$ cat src/rtl/pole_starter_pkg.sv
/*
  shared constants and carriers for the two-speed pole starter sequencer.
  assumes a 50 MHz core clock and an APB master with 32-bit data.
*/
package pole_starter_pkg;

  // ==========================================================================
  // register indices (byte address = 4 * index)
  localparam int unsigned IDX_FB_TIMER    = 26;
  localparam int unsigned IDX_F2S_WAIT    = 30;
  localparam int unsigned IDX_CONFIG      = 62;
  localparam int unsigned IDX_FCLR_FIRST  = 65;
  localparam int unsigned IDX_FCLR_LAST   = 106;
  localparam int unsigned IDX_TYPICAL     = 111;
  localparam int unsigned IDX_MAP_FIRST   = 194;
  localparam int unsigned IDX_MAP_LAST    = 197;
  localparam int unsigned IDX_CONTROL     = 200;
  localparam int unsigned IDX_STATUS      = 201;

  // ==========================================================================
  // field positions and values
  localparam int unsigned CFG_DEFAULT_BIT = 0;
  localparam int unsigned CFG_PARAM_BIT   = 1;
  localparam int unsigned CFG_TYPE_LSB    = 8;
  localparam logic [3:0]  TYPE_TWO_SPEED  = 4'h6;
  localparam int unsigned TYP_DIRECT_BIT  = 3;
  localparam int unsigned FB_LOCAL_BIT    = 9;
  localparam int unsigned FB_REMOTE_BIT   = 10;
  localparam int unsigned FB_SLOW_BIT     = 0;
  localparam int unsigned FB_FAST_BIT     = 1;
  localparam int unsigned FB_STOP_BIT     = 2;
  localparam logic [7:0]  COIL_LOCAL      = 8'h0a;
  localparam logic [7:0]  COIL_REMOTE     = 8'h0b;

  // ==========================================================================
  // reset values
  localparam logic [15:0] RST_FB_TIMER    = 16'h01f4;
  localparam logic [15:0] RST_F2S_WAIT    = 16'h03e8;
  localparam logic [15:0] RST_CONFIG      = 16'h0601;
  localparam logic [15:0] RST_TYPICAL     = 16'h0000;
  localparam logic [15:0] RST_MAP         = 16'h0000;
  localparam logic [15:0] RST_CONTROL     = 16'h0000;

  // default-mapping input inversion: star, main, estop, safety, stop active low
  localparam logic [15:0] DEFAULT_INVERT  = 16'h00dc;

  // ==========================================================================
  // timing
  localparam int unsigned CLK_HZ          = 50_000_000;
  localparam int unsigned TIMER_UNIT_US   = 1000;
  localparam int unsigned UNIT_CYCLES     = CLK_HZ / 1_000_000 * TIMER_UNIT_US;
  localparam int unsigned BLINK_UNITS     = 500;

  typedef enum logic [2:0] {
    SRC_FIELDBUS     = 3'h0,
    SRC_MODBUS       = 3'h1,
    SRC_HARDWIRE     = 3'h2,
    SRC_FIXED_LOCAL  = 3'h3,
    SRC_FIXED_REMOTE = 3'h4
  } loc_src_t;

  typedef enum logic [2:0] {
    ST_IDLE      = 3'b000,
    ST_SLOW      = 3'b001,
    ST_OPEN_LOW  = 3'b011,
    ST_STAR      = 3'b010,
    ST_HIGH      = 3'b110,
    ST_WAIT_SLOW = 3'b111
  } seq_state_t;

  // raw hardwired inputs as seen at the pins (bit order fixes the invert mask)
  typedef struct packed {
    logic [6:0] spare;
    logic       mode_remote;
    logic       stop_cmd;
    logic       safety;
    logic       ext_sup;
    logic       estop;
    logic       main_circuit;
    logic       fb_star;
    logic       fb_high;
    logic       fb_low;
  } hw_in_t;

  typedef struct packed {
    logic low_speed_contactor;
    logic high_speed_contactor;
    logic star_contactor;
  } contactor_t;

endpackage : pole_starter_pkg

$ cat src/rtl/two_speed_pole_starter_seq.sv
/*
  two-speed pole starter sequencer with APB register access.
  assumes all pin inputs synchronous to core_clk, and an outside protection
  block that raises fault_in while any fault or device error exists.

  // Behaviour
  // RQ1: refuse starts without start permit
  // RQ2: permit off until faults are cleared
  // RQ3: permit needs a valid hardwired stop input
  // RQ4: drawer supervision input gates permit when enabled
  // RQ5: fieldbus word bit9 local, bit10 remote
  // RQ6: modbus coil 10 local, coil 11 remote
  // RQ7: hardwired local/remote select inputs
  // RQ8: fixed local accepts all local sources
  // RQ9: fixed remote accepts only remote source
  // RQ10: local plus remote request blocks permit
  // RQ11: config writes only with parameter permission
  // RQ12: slow start closes low-speed contactor
  // RQ13: fast start: open low, star, then high
  // RQ14: star waits for low feedback, timer supervised
  // RQ15: direct switchover slow to fast sequence
  // RQ16: direct switchover fast to slow waits timer
  // RQ17: config 62 bit0 and type 0x6 default
  // RQ18: default input polarities fixed per input
  // RQ19: three relays drive the three contactors
  // RQ20: permit relay over identify flash, status relays
  // RQ21: user mapping when default not selected
  // RQ22: input mapping writable at 194 to 197
  // RQ23: low never with high or star
  // RQ24: stop or permit loss opens all contactors
*/
module two_speed_pole_starter_seq #(
  parameter int unsigned UNIT_CYCLES = pole_starter_pkg::UNIT_CYCLES,
  parameter int unsigned ADDR_W      = 12
) (
  input  wire logic                     core_clk,
  input  wire logic                     rst,
  input  wire logic [ADDR_W-1:0]        paddr,
  input  wire logic                     psel,
  input  wire logic                     penable,
  input  wire logic                     pwrite,
  input  wire logic [31:0]              pwdata,
  output logic                          pready,
  output logic [31:0]                   prdata,
  output logic                          pslverr,
  input  wire pole_starter_pkg::hw_in_t hw_in,
  input  wire logic                     drawer_sup_in,
  input  wire logic                     alarm_reset_in,
  input  wire logic                     mode_local_in,
  input  wire logic                     hw_slow_start_cmd,
  input  wire logic                     hw_fast_start_cmd,
  input  wire logic [15:0]              fieldbus_control_word,
  input  wire logic [15:0]              fieldbus_fault_clear_word,
  input  wire logic                     coil_wr_valid,
  input  wire logic [7:0]               coil_addr,
  input  wire logic                     coil_value,
  input  wire logic                     fault_in,
  output pole_starter_pkg::contactor_t  contactors,
  output logic                          permit_relay,
  output logic                          failure_relay,
  output logic                          slow_run_relay,
  output logic                          fast_run_relay,
  output logic                          local_ctrl_relay
);

  initial
  begin
    if (UNIT_CYCLES < 1 || ADDR_W < 10)
      $error("unsupported parameter values");
  end

  // ==========================================================================
  // apb decode
  logic [15:0] fb_timer_q, f2s_wait_q, config_q, typical_q, control_q;
  logic [15:0] map_q [4];
  logic        access, wr, rd;
  logic [9:0]  idx;
  logic        param_ok;

  assign access   = psel && penable;
  // addresses beyond the 10-bit index space fold onto an unmapped index
  assign idx      = (paddr >> 12) != '0 ? 10'h3ff : 10'(paddr[ADDR_W-1:2]);
  // writes land only at the completing edge, where pready is high
  assign wr       = access && pwrite && pready;
  assign rd       = access && !pwrite;
  assign param_ok = config_q[pole_starter_pkg::CFG_PARAM_BIT];

  logic idx_map, idx_fclr, idx_known;
  assign idx_map  = idx >= 10'(pole_starter_pkg::IDX_MAP_FIRST) && idx <= 10'(pole_starter_pkg::IDX_MAP_LAST);
  assign idx_fclr = idx >= 10'(pole_starter_pkg::IDX_FCLR_FIRST) && idx <= 10'(pole_starter_pkg::IDX_FCLR_LAST);
  assign idx_known = idx_map || idx_fclr ||
                     idx == 10'(pole_starter_pkg::IDX_FB_TIMER) || idx == 10'(pole_starter_pkg::IDX_F2S_WAIT) ||
                     idx == 10'(pole_starter_pkg::IDX_CONFIG) || idx == 10'(pole_starter_pkg::IDX_TYPICAL) ||
                     idx == 10'(pole_starter_pkg::IDX_CONTROL) || idx == 10'(pole_starter_pkg::IDX_STATUS);

  // ==========================================================================
  // configuration registers
  // RQ11 parameter permission gate
  logic cfg_wr;
  assign cfg_wr = wr && param_ok;

  always_ff @(posedge core_clk)
  begin
    if (rst)
    begin
      fb_timer_q <= pole_starter_pkg::RST_FB_TIMER;
      f2s_wait_q <= pole_starter_pkg::RST_F2S_WAIT;
      typical_q  <= pole_starter_pkg::RST_TYPICAL;
      control_q  <= pole_starter_pkg::RST_CONTROL;
    end
    else if (cfg_wr)
    begin
      if (idx == 10'(pole_starter_pkg::IDX_FB_TIMER))
        fb_timer_q <= pwdata[15:0];
      if (idx == 10'(pole_starter_pkg::IDX_F2S_WAIT))
        f2s_wait_q <= pwdata[15:0];
      if (idx == 10'(pole_starter_pkg::IDX_TYPICAL))
        typical_q <= pwdata[15:0];
      if (idx == 10'(pole_starter_pkg::IDX_CONTROL))
        control_q <= pwdata[15:0];
    end
  end

  // register 62 stays writable so the permission bit can be set
  // RQ17 type and default selection
  always_ff @(posedge core_clk)
  begin
    if (rst)
      config_q <= pole_starter_pkg::RST_CONFIG;
    else if (wr && idx == 10'(pole_starter_pkg::IDX_CONFIG))
      config_q <= pwdata[15:0];
  end

  // RQ22 input mapping registers
  genvar gi;
  generate
    for (gi = 0; gi < 4; gi++)
    begin : g_map
      always_ff @(posedge core_clk)
      begin
        if (rst)
          map_q[gi] <= pole_starter_pkg::RST_MAP;
        else if (cfg_wr && idx == 10'(pole_starter_pkg::IDX_MAP_FIRST + gi))
          map_q[gi] <= pwdata[15:0];
      end
    end
  endgenerate

  // ==========================================================================
  // input polarity
  logic default_on;
  logic [15:0] invert, hw_act;
  pole_starter_pkg::hw_in_t in_act;

  assign default_on = config_q[pole_starter_pkg::CFG_DEFAULT_BIT] &&
                      config_q[pole_starter_pkg::CFG_TYPE_LSB +: 4] == pole_starter_pkg::TYPE_TWO_SPEED;
  // RQ18 default polarity mask
  // RQ21 user mask otherwise
  assign invert = default_on ? pole_starter_pkg::DEFAULT_INVERT : map_q[0];
  assign hw_act = 16'(hw_in) ^ invert;
  assign in_act = pole_starter_pkg::hw_in_t'(hw_act);

  // ==========================================================================
  // fault latch
  logic fault_q, fault_clr, seq_timeout;
  // RQ2 clear sources
  assign fault_clr = (wr && idx_fclr) || (fieldbus_fault_clear_word != 16'h0000) || alarm_reset_in;

  always_ff @(posedge core_clk)
  begin
    if (rst)
      fault_q <= 1'b0;
    else if (fault_in || seq_timeout)
      fault_q <= 1'b1;
    else if (fault_clr)
      fault_q <= 1'b0;
  end

  // ==========================================================================
  // control location
  pole_starter_pkg::loc_src_t src;
  logic coil_local_q, coil_remote_q;
  logic loc_req, rem_req;

  assign src = pole_starter_pkg::loc_src_t'(control_q[2:0]);

  // RQ6 modbus coils
  always_ff @(posedge core_clk)
  begin
    if (rst)
    begin
      coil_local_q  <= 1'b0;
      coil_remote_q <= 1'b0;
    end
    else if (coil_wr_valid)
    begin
      if (coil_addr == pole_starter_pkg::COIL_LOCAL)
        coil_local_q <= coil_value;
      if (coil_addr == pole_starter_pkg::COIL_REMOTE)
        coil_remote_q <= coil_value;
    end
  end

  always_comb
  begin
    loc_req = 1'b0;
    rem_req = 1'b0;
    case (src)
      // RQ5 fieldbus selection
      pole_starter_pkg::SRC_FIELDBUS:
      begin
        loc_req = fieldbus_control_word[pole_starter_pkg::FB_LOCAL_BIT];
        rem_req = fieldbus_control_word[pole_starter_pkg::FB_REMOTE_BIT];
      end
      pole_starter_pkg::SRC_MODBUS:
      begin
        loc_req = coil_local_q;
        rem_req = coil_remote_q;
      end
      // RQ7 hardwired selection
      pole_starter_pkg::SRC_HARDWIRE:
      begin
        loc_req = mode_local_in;
        rem_req = in_act.mode_remote;
      end
      // RQ8 fixed local
      pole_starter_pkg::SRC_FIXED_LOCAL: loc_req = 1'b1;
      // RQ9 fixed remote
      pole_starter_pkg::SRC_FIXED_REMOTE: rem_req = 1'b1;
      default:
      begin
        loc_req = 1'b0;
        rem_req = 1'b0;
      end
    endcase
  end

  // ==========================================================================
  // start permit
  logic permit;
  logic sup_en;
  assign sup_en = control_q[3];
  // RQ3 stop input valid
  // RQ4 drawer supervision
  // RQ10 local and remote conflict
  assign permit = !fault_q && in_act.stop_cmd && (!sup_en || drawer_sup_in) &&
                  in_act.estop && in_act.safety && (loc_req ^ rem_req);

  logic slow_cmd, fast_cmd, stop_cmd;
  always_comb
  begin
    slow_cmd = 1'b0;
    fast_cmd = 1'b0;
    stop_cmd = !in_act.stop_cmd;
    if (loc_req && !rem_req)
    begin
      slow_cmd = hw_slow_start_cmd;
      fast_cmd = hw_fast_start_cmd;
    end
    else if (rem_req && !loc_req)
    begin
      slow_cmd = fieldbus_control_word[pole_starter_pkg::FB_SLOW_BIT];
      fast_cmd = fieldbus_control_word[pole_starter_pkg::FB_FAST_BIT];
      stop_cmd = stop_cmd || fieldbus_control_word[pole_starter_pkg::FB_STOP_BIT];
    end
  end

  // ==========================================================================
  // timers in units of one millisecond
  logic [31:0] pre_q;
  logic        tick;
  logic [15:0] tmr_q;
  assign tick = pre_q == 32'(UNIT_CYCLES - 1);

  always_ff @(posedge core_clk)
  begin
    if (rst || tick)
      pre_q <= 32'h0;
    else
      pre_q <= pre_q + 32'h1;
  end

  pole_starter_pkg::seq_state_t state_q, state_d;
  logic direct_ok;
  assign direct_ok = typical_q[pole_starter_pkg::TYP_DIRECT_BIT];

  always_ff @(posedge core_clk)
  begin
    if (rst || state_d != state_q)
      tmr_q <= 16'h0;
    else if (tick && tmr_q != 16'hffff)
      tmr_q <= tmr_q + 16'h1;
  end

  // RQ14 feedback supervision timeout
  assign seq_timeout = (state_q == pole_starter_pkg::ST_OPEN_LOW || state_q == pole_starter_pkg::ST_STAR) &&
                       tmr_q >= fb_timer_q;

  // ==========================================================================
  // sequence
  always_comb
  begin
    state_d = state_q;
    // RQ24 stop or permit loss
    if (stop_cmd || !permit || seq_timeout)
      state_d = pole_starter_pkg::ST_IDLE;
    else
      unique case (state_q)
        pole_starter_pkg::ST_IDLE:
          // RQ1 starts need permit
          // RQ12 slow start
          if (fast_cmd)
            state_d = pole_starter_pkg::ST_OPEN_LOW;
          else if (slow_cmd)
            state_d = pole_starter_pkg::ST_SLOW;
        pole_starter_pkg::ST_SLOW:
          // RQ15 direct slow to fast
          if (fast_cmd && direct_ok)
            state_d = pole_starter_pkg::ST_OPEN_LOW;
        pole_starter_pkg::ST_OPEN_LOW:
          // RQ13 star after low feedback drops
          if (!in_act.fb_low)
            state_d = pole_starter_pkg::ST_STAR;
        pole_starter_pkg::ST_STAR:
          if (in_act.fb_star)
            state_d = pole_starter_pkg::ST_HIGH;
        pole_starter_pkg::ST_HIGH:
          // RQ16 direct fast to slow
          if (slow_cmd && direct_ok)
            state_d = pole_starter_pkg::ST_WAIT_SLOW;
        pole_starter_pkg::ST_WAIT_SLOW:
          if (tmr_q >= f2s_wait_q)
            state_d = pole_starter_pkg::ST_SLOW;
      endcase
  end

  always_ff @(posedge core_clk)
  begin
    if (rst)
      state_q <= pole_starter_pkg::ST_IDLE;
    else
      state_q <= state_d;
  end

  // ==========================================================================
  // relay outputs
  logic [8:0] blink_q;
  logic       blink_ph_q;
  always_ff @(posedge core_clk)
  begin
    if (rst)
    begin
      blink_q    <= 9'h0;
      blink_ph_q <= 1'b0;
    end
    else if (tick)
    begin
      blink_q    <= blink_q == 9'(pole_starter_pkg::BLINK_UNITS - 1) ? 9'h0 : blink_q + 9'h1;
      blink_ph_q <= blink_q == 9'(pole_starter_pkg::BLINK_UNITS - 1) ? !blink_ph_q : blink_ph_q;
    end
  end

  always_ff @(posedge core_clk)
  begin
    if (rst)
    begin
      contactors       <= '0;
      permit_relay     <= 1'b0;
      failure_relay    <= 1'b0;
      slow_run_relay   <= 1'b0;
      fast_run_relay   <= 1'b0;
      local_ctrl_relay <= 1'b0;
    end
    else
    begin
      // RQ19 one relay per contactor
      // RQ23 low excludes high and star
      contactors.low_speed_contactor  <= state_d == pole_starter_pkg::ST_SLOW;
      contactors.star_contactor       <= state_d == pole_starter_pkg::ST_STAR || state_d == pole_starter_pkg::ST_HIGH;
      contactors.high_speed_contactor <= state_d == pole_starter_pkg::ST_HIGH;
      // RQ20 permit over identify flash
      permit_relay     <= permit || (control_q[4] && blink_ph_q);
      failure_relay    <= fault_q;
      slow_run_relay   <= state_d == pole_starter_pkg::ST_SLOW;
      fast_run_relay   <= state_d == pole_starter_pkg::ST_HIGH;
      local_ctrl_relay <= loc_req && !rem_req;
    end
  end

  // ==========================================================================
  // apb read and answer
  logic [31:0] rdata;
  always_comb
  begin
    rdata = 32'h0;
    if (idx_map)
      rdata = {16'h0, map_q[2'(idx - 10'(pole_starter_pkg::IDX_MAP_FIRST))]};
    else if (idx == 10'(pole_starter_pkg::IDX_FB_TIMER))
      rdata = {16'h0, fb_timer_q};
    else if (idx == 10'(pole_starter_pkg::IDX_F2S_WAIT))
      rdata = {16'h0, f2s_wait_q};
    else if (idx == 10'(pole_starter_pkg::IDX_CONFIG))
      rdata = {16'h0, config_q};
    else if (idx == 10'(pole_starter_pkg::IDX_TYPICAL))
      rdata = {16'h0, typical_q};
    else if (idx == 10'(pole_starter_pkg::IDX_CONTROL))
      rdata = {16'h0, control_q};
    else if (idx == 10'(pole_starter_pkg::IDX_STATUS))
      rdata = {23'h0, rem_req, loc_req, default_on, fault_q, permit, state_q, 1'b0};
  end

  always_ff @(posedge core_clk)
  begin
    if (rst)
    begin
      pready  <= 1'b0;
      prdata  <= 32'h0;
      pslverr <= 1'b0;
    end
    else
    begin
      pready  <= access && !pready;
      prdata  <= (rd && !pready) ? rdata : 32'h0;
      pslverr <= access && !pready && !idx_known;
    end
  end
endmodule : two_speed_pole_starter_seq

$ cat config.mk
export PLATFORM = sky130hd
export DESIGN_NAME = two_speed_pole_starter_seq
export DESIGN_NICKNAME = d
export VERILOG_FILES = /design/src/rtl/pole_starter_pkg.sv /design/src/rtl/two_speed_pole_starter_seq.sv
export SDC_FILE = /design/constraint.sdc
export NUM_CORES = 1
export LEC_CHECK = 0
export ABC_CLOCK_PERIOD_IN_PS = 9100
export BUFFER_PORTS_ARGS = -buffer_cell sky130_fd_sc_hd__buf_2
export CORE_MARGIN = 5
export CORE_UTILIZATION = 25
export CTS_CLUSTER_SIZE = 20
export DETAILED_ROUTE_END_ITERATION = 8
export GPL_TIMING_DRIVEN = 1
export PLACE_DENSITY = 0.37
export SYNTH_ARGS = -nofsm -noshare
export SYNTH_HDL_FRONTEND = slang
export SYNTH_SLANG_ARGS = --single-unit
$ cat constraint.sdc
create_clock -name core_clk -period 9.1 [get_ports core_clk]
set_input_delay 1.82 -clock core_clk [delete_from_list [all_inputs] [get_ports core_clk]]
set_output_delay 1.82 -clock core_clk [all_outputs]
set_load 0.1 [all_outputs]
Yosys cells after proc, flatten, opt, wreduce, memory -nomap -nowiden --
Memories as Yosys holds them, arrays and structs flattened. Cells that the tools add are included. Widths: inputs -> output; s select.
Storage, ports and cells: bits in registers 184, RAM bits 64, output and inout port bits 42, logic and storage cells 187, memories kept 1
Cells by class: add/subtract/negate cells 4, $lt $le $gt $ge 6, eq/ne operators 29, muxes and demuxes 46, bitwise operators 7, reductions and logical operators 71
Memories:
- map_q | words 4, bits a word 16, read ports 2, clocked after memory_dff 0, wr ports 4, line two_speed_pole_starter_seq.sv:75 | logic [15:0] map_q [4];
Operators by type and width (count):
- $mux 16 | 10
- $eq 10x8->1 const B | 6
- $add 32x1->32 const B | 1
- $eq 32x16->1 const B | 1
- $ge 16x16->1 | 2
- $logic_and 1x1->1 | 29
- $mux 9 | 3
- $mux 3 | 8
- $mux 1 | 22
- $eq 10x5->1 const B | 2
- $logic_or 1x1->1 | 19
- $pmux 3 s6 | 1
- $add 16x1->16 const B | 1
- $eq 8x4->1 const B | 2
- $ne 16x16->1 const B | 1
- $reduce_bool 16->1 | 1
- $eq 3x2->1 const B | 5
- $reduce_and 2->1 | 7
- $eq 3x3->1 const B | 4
- $eq 10x6->1 const B | 1
- $eq 10x7->1 const B | 1
- $ge 10x7->1 const B | 1
- $ge 10x8->1 const B | 1
- $le 10x7->1 const B | 1
- 17 further kinds | 33

Depth between registers and ports, before layout --
word-level depth 16, mapped depth 17, mapped depth without buffers 15

Worst setup path after synthesis --
OpenSTA, ideal clock, no wires.
kind input-to-reg, from in hw_in[8] (netlist bit), to reg tmr_q[12], setup time 0.064 ns, arrival 4.296 ns, path slack 4.740 ns, stages 13, cell sequence xor2_1 > o31ai_1 > o21ai_0 > inv_1 > ha_1 > a211oi_1 > o211ai_1 > a2111o_1 > o21a_1 > or4b_1 > buf_2 > buf_6 > nor2_1
Between the ends: word-level cells in the longest chain between the ends 11, elaborated cells between the ends (all ways) 26, those cells by class 1 x eq/ne; 13 x mux; 2 x bitwise; 10 x reduce/logical
Ends and longest elaborated chain:
- start: declaration | line two_speed_pole_starter_seq.sv:46 | input wire pole_starter_pkg::hw_in_t hw_in,
- $xor 9x9->9 * | line two_speed_pole_starter_seq.sv:160 | assign hw_act = 16'(hw_in) ^ invert;
- $pmux 1 s4 * | line two_speed_pole_starter_seq.sv:208 | case (src)
- $logic_and 1x1->1 or $logic_not 1->1 (tied branches) | line two_speed_pole_starter_seq.sv:260, two_speed_pole_starter_seq.sv:255
- $mux 1 or $logic_and 1x1->1 (tied branches) | line two_speed_pole_starter_seq.sv:260, two_speed_pole_starter_seq.sv:255
- $mux 1 | line two_speed_pole_starter_seq.sv:255 | if (loc_req && !rem_req)
- $mux 3, or another cell as far along | line two_speed_pole_starter_seq.sv:314 | else if (slow_cmd)
- $mux 3 (on tied branches) | line two_speed_pole_starter_seq.sv:312, two_speed_pole_starter_seq.sv:318, two_speed_pole_starter_seq.sv:329
- $pmux 3 s6 | line two_speed_pole_starter_seq.sv:308 | unique case (state_q)
- $mux 3 * | line two_speed_pole_starter_seq.sv:305 | if (stop_cmd || !permit || seq_timeout)
- $ne 3x3->1 * | line two_speed_pole_starter_seq.sv:289 | if (rst || state_d != state_q)
- $logic_or 1x1->1 * | line two_speed_pole_starter_seq.sv:289
- end signal: assignment | line two_speed_pole_starter_seq.sv:292 | tmr_q <= tmr_q + 16'h1;
- end: declaration | line two_speed_pole_starter_seq.sv:272 | logic [15:0] tmr_q;
Every way passes the cells marked *; elsewhere a longest branch is shown, timed or not. A chain may end at the register's enable or synchronous reset.

Worst setup path after layout --
from in hw_in[8] (netlist bit), to reg tmr_q[1]
The elaborated chain is that of the path after synthesis.

==> flow_metrics.env <==
export IMPL_antenna_found_initial=0
export IMPL_path_cells="buf_2 > xor2_1 > o31ai_1 > o21ai_0 > inv_1 > ha_1 > a211oi_1 > o211ai_1 > a2111o_1 > o21a_1 > or4b_1 > a21oi_1"
export IMPL_ios=155
export IMPL_final_common_cell="nand2_1"
export IMPL_rsz0062_at_grt="no"
export IMPL_min_to="f2s_wait_q[13]$_SDFFE_PP0P_"
export IMPL_path_delay_family="compound AO/OA/AOI/OAI gates"
export IMPL_syn_to_final_growth_pct=17.5
export IMPL_nNetsFinal=1450
export IMPL_chipHeight_um=222
export IMPL_grt_max_degree=84
export IMPL_crit_path_top_delay_cell="or4b_1"
export IMPL_clock_fmax_mhz=200
export IMPL_leakagePower_nw=4.90
export IMPL_h_tree_depth=1
export IMPL_syn_area_mm2=0.0112
export IMPL_cts_path_max_buffers=3
export IMPL_start_util_pct=25.3
export IMPL_numClockSinks=232
export IMPL_hold_violations=0
export IMPL_grt_pass1_wl_um=53700
export IMPL_ff2ff_path_depth=13
export IMPL_ys_ff_latch=232
export IMPL_vias_per_cell=4.63
export IMPL_skew_ns=0.0288
export IMPL_drtIter0Drc=585
export IMPL_ys_flop_type="dfxtp_1"
export IMPL_hp_start="f2s_wait_q[13]$_SDFFE_PP0P_"
export IMPL_crit_reg2reg_capture="tmr_q[1]$_SDFFE_PP0P_"
export IMPL_cts_buffers=29
export IMPL_finalSetupViolCount=0
export IMPL_status="finished clean"
export IMPL_path_class="in2reg"
export IMPL_portBuffers=99
export IMPL_drc=0
export IMPL_min_delay_path_depth=2
export IMPL_max_slew_worst_pin_slew_ns=1.08
export IMPL_layout_min_cycle_time_ns=5.00
export IMPL_drive_gt1_share_pct=13.8
export IMPL_clkSlewWorstSetupHoldPaths_ns=0.06
export IMPL_place_congestion=0.802
export IMPL_max_stage_delay_ns=0.83
export IMPL_synth_cells=1234
export IMPL_die_area_mm2=0.0491
export IMPL_grt_ovfl_total=0
export IMPL_wl_per_cell_um=18.1
export IMPL_ys_warnings_count=0
export IMPL_syn_area_per_cell_um2=9.07
export IMPL_die_x_um=222
export IMPL_cts_root_buf="clkbuf_16"
export IMPL_end_kind="register"
export IMPL_critPathLaunchType="primary input"
export IMPL_antenna_cells=0
export IMPL_rr_startpoint="config_q[9]$_SDFFE_PP1P_"
export IMPL_slew_headroom_pct=28.3
export IMPL_hold_path_class="reg2reg"
export IMPL_dr_pass1_iters=6
export IMPL_critical_path_buf_inv_count=2
export IMPL_ctsResizeCount=0
export IMPL_async_reset_ff_share_pct=0
export IMPL_max_vdd_ir_drop_mv=0.139
export IMPL_worst_r2r_setup_slack_ns=4.50
export IMPL_synth_edf_count=64
export IMPL_hold_buffers=0
export IMPL_ys_seq_area_share_pct=47.2
export IMPL_drv_cap=0
export IMPL_finalSetupTns_ns=0
export IMPL_wl_um=34700
export IMPL_worst_ep_arrival_time_ns=5.49
export IMPL_core_area_mm2=0.0442
export IMPL_synth_cell_type_count=65
export IMPL_via_count=8846
export IMPL_insertion_delay_ns=0.58
export IMPL_cts_tree="done"
export IMPL_dp_hpwl_um=24300
export IMPL_cts_setup_buffers=0
export IMPL_track_usage_pct=13.7
export IMPL_crit_required_ns=9.59
export IMPL_final_cell_mix="200 x nand2_1, 168 x dfxtp_1, 126 x nor2_1, 99 x a21oi_1, 98 x buf_2"
export IMPL_fp_row_count=77
export IMPL_power_density_mw_per_mm2=181
export IMPL_ant_nets=0
export IMPL_power_mw=2.38
export IMPL_post_route_period_util_pct=55.0
export IMPL_path_max_fanout=16
export IMPL_grt_pass1_vias=8590
export IMPL_num_fill_cells=4678
export IMPL_drv_slew=0
logic make-up (layout without fill, tap and decap cells):
family	after synthesis	after routing	synth area share, %
simple gates	525	525	22.6
flops	232	232	47.2
compound gates	218	218	12.3
buf+inv	141	211	5.41
xor+xnor	59	59	4.62
fa+ha+maj	37	37	4.14
mux	21	21	3.68
other cells	1	16	0.0335
tightest hold or removal path, stage by stage (launching register included):
cell and delay (ns):
dfxtp_1 0.31, nand2_1 0.05, a21oi_1 0.05
per-layer routing:
| layer | global-route usage [%] | wire, um | vias to the layer above |
|---|---|---|---|
| met4 | 3.92 | 863 | 0 |
| li1 | - | - | 4391 |
| met2 | 21.0 | 15100 | 195 |
| met1 | 19.9 | 17200 | 4211 |
| met5 | 0 | 0 | - |
| met3 | 2.24 | 1530 | 49 |
area by class of cell:
type | instances | area [um2] | share of cell area, %
Clock inverter | 7 | 100 | 0.761
Multi-Input combinational cell | 876 | 5390 | 41.0
Tap cell | 592 | 741 | 5.63
Timing Repair Buffer | 111 | 588 | 4.47
Sequential cell | 232 | 5290 | 40.2
Inverter | 50 | 188 | 1.43
Clock buffer | 43 | 863 | 6.56
through the flow:
step,util [%],cells,hold WS [ns],instance area (um2),setup WS (ns)
after floorplan,-,1249,0.430,11200,4.74
after global placement,27.6,1861,0.439,12200,3.55
after detailed placement,27.6,1861,0.443,12200,3.49
after CTS,29.7,1911,0.451,13200,4.08
after global routing,29.7,1911,0.472,13200,3.91
final,29.7,1911,0.452,13200,4.10
synth_stat cells, types with 7 or more instances:
library cell,instances,area (um2)
nor4_1,11,68.8
nor3_1,14,70.1
xor2_1,28,245
a22oi_1,15,113
nand4_1,20,125
mux4_2,16,360
edfxtp_1,64,1920
a222oi_1,13,130
a211o_1,13,114
o21ai_0,25,125
nand3_1,21,105
a31oi_1,12,75.1
nand2_1,200,751
nor2_1,126,473
a21o_1,7,52.6
dfxtp_1,168,3360
a21oi_1,99,495
ha_1,37,463
buf_4,18,135
inv_1,50,188
clkbuf_1,66,248
xnor2_1,31,272
and3_1,16,100
and2_1,68,425
report_power, final:
group / internal, mW / switching, mW / total [mW] / leakage [nW]
clock network: 0.708 / 0.461 / 1.17 / 0.478
logic: 0.0340 / 0.0998 / 0.134 / 2.41
registers: 1.07 / 0.00479 / 1.08 / 2.01
total: 1.81 / 0.565 / 2.38 / 4.90
how the worst max path moves through the flow:
| stage | from | endpoint | slack, ns | cells after the start |
|---|---|---|---|---|
| after floorplan | hw_in[8] | tmr_q[12]$_SDFFE_PP0P_ | 4.74 | 13 |
| after global placement | fieldbus_control_word[10] | tmr_q[1]$_SDFFE_PP0P_ | 3.55 | 12 |
| after detailed placement | hw_in[8] | tmr_q[1]$_SDFFE_PP0P_ | 3.49 | 12 |
| after CTS | hw_in[8] | tmr_q[1]$_SDFFE_PP0P_ | 4.08 | 12 |
| after global routing | hw_in[8] | tmr_q[1]$_SDFFE_PP0P_ | 3.91 | 12 |
| final | hw_in[8] | tmr_q[1]$_SDFFE_PP0P_ | 4.10 | 12 |
sequential cells by signal, indices dropped and copies added (netlist names), 9 cells and up:
signal and cells:
f2s_wait_q 16, pre_q 32, prdata 16, map_q 64, fb_timer_q 16, control_q 16, typical_q 16, config_q 16
blink_q 9, tmr_q 16
Note: power is estimated with default switching activity, not from simulation.
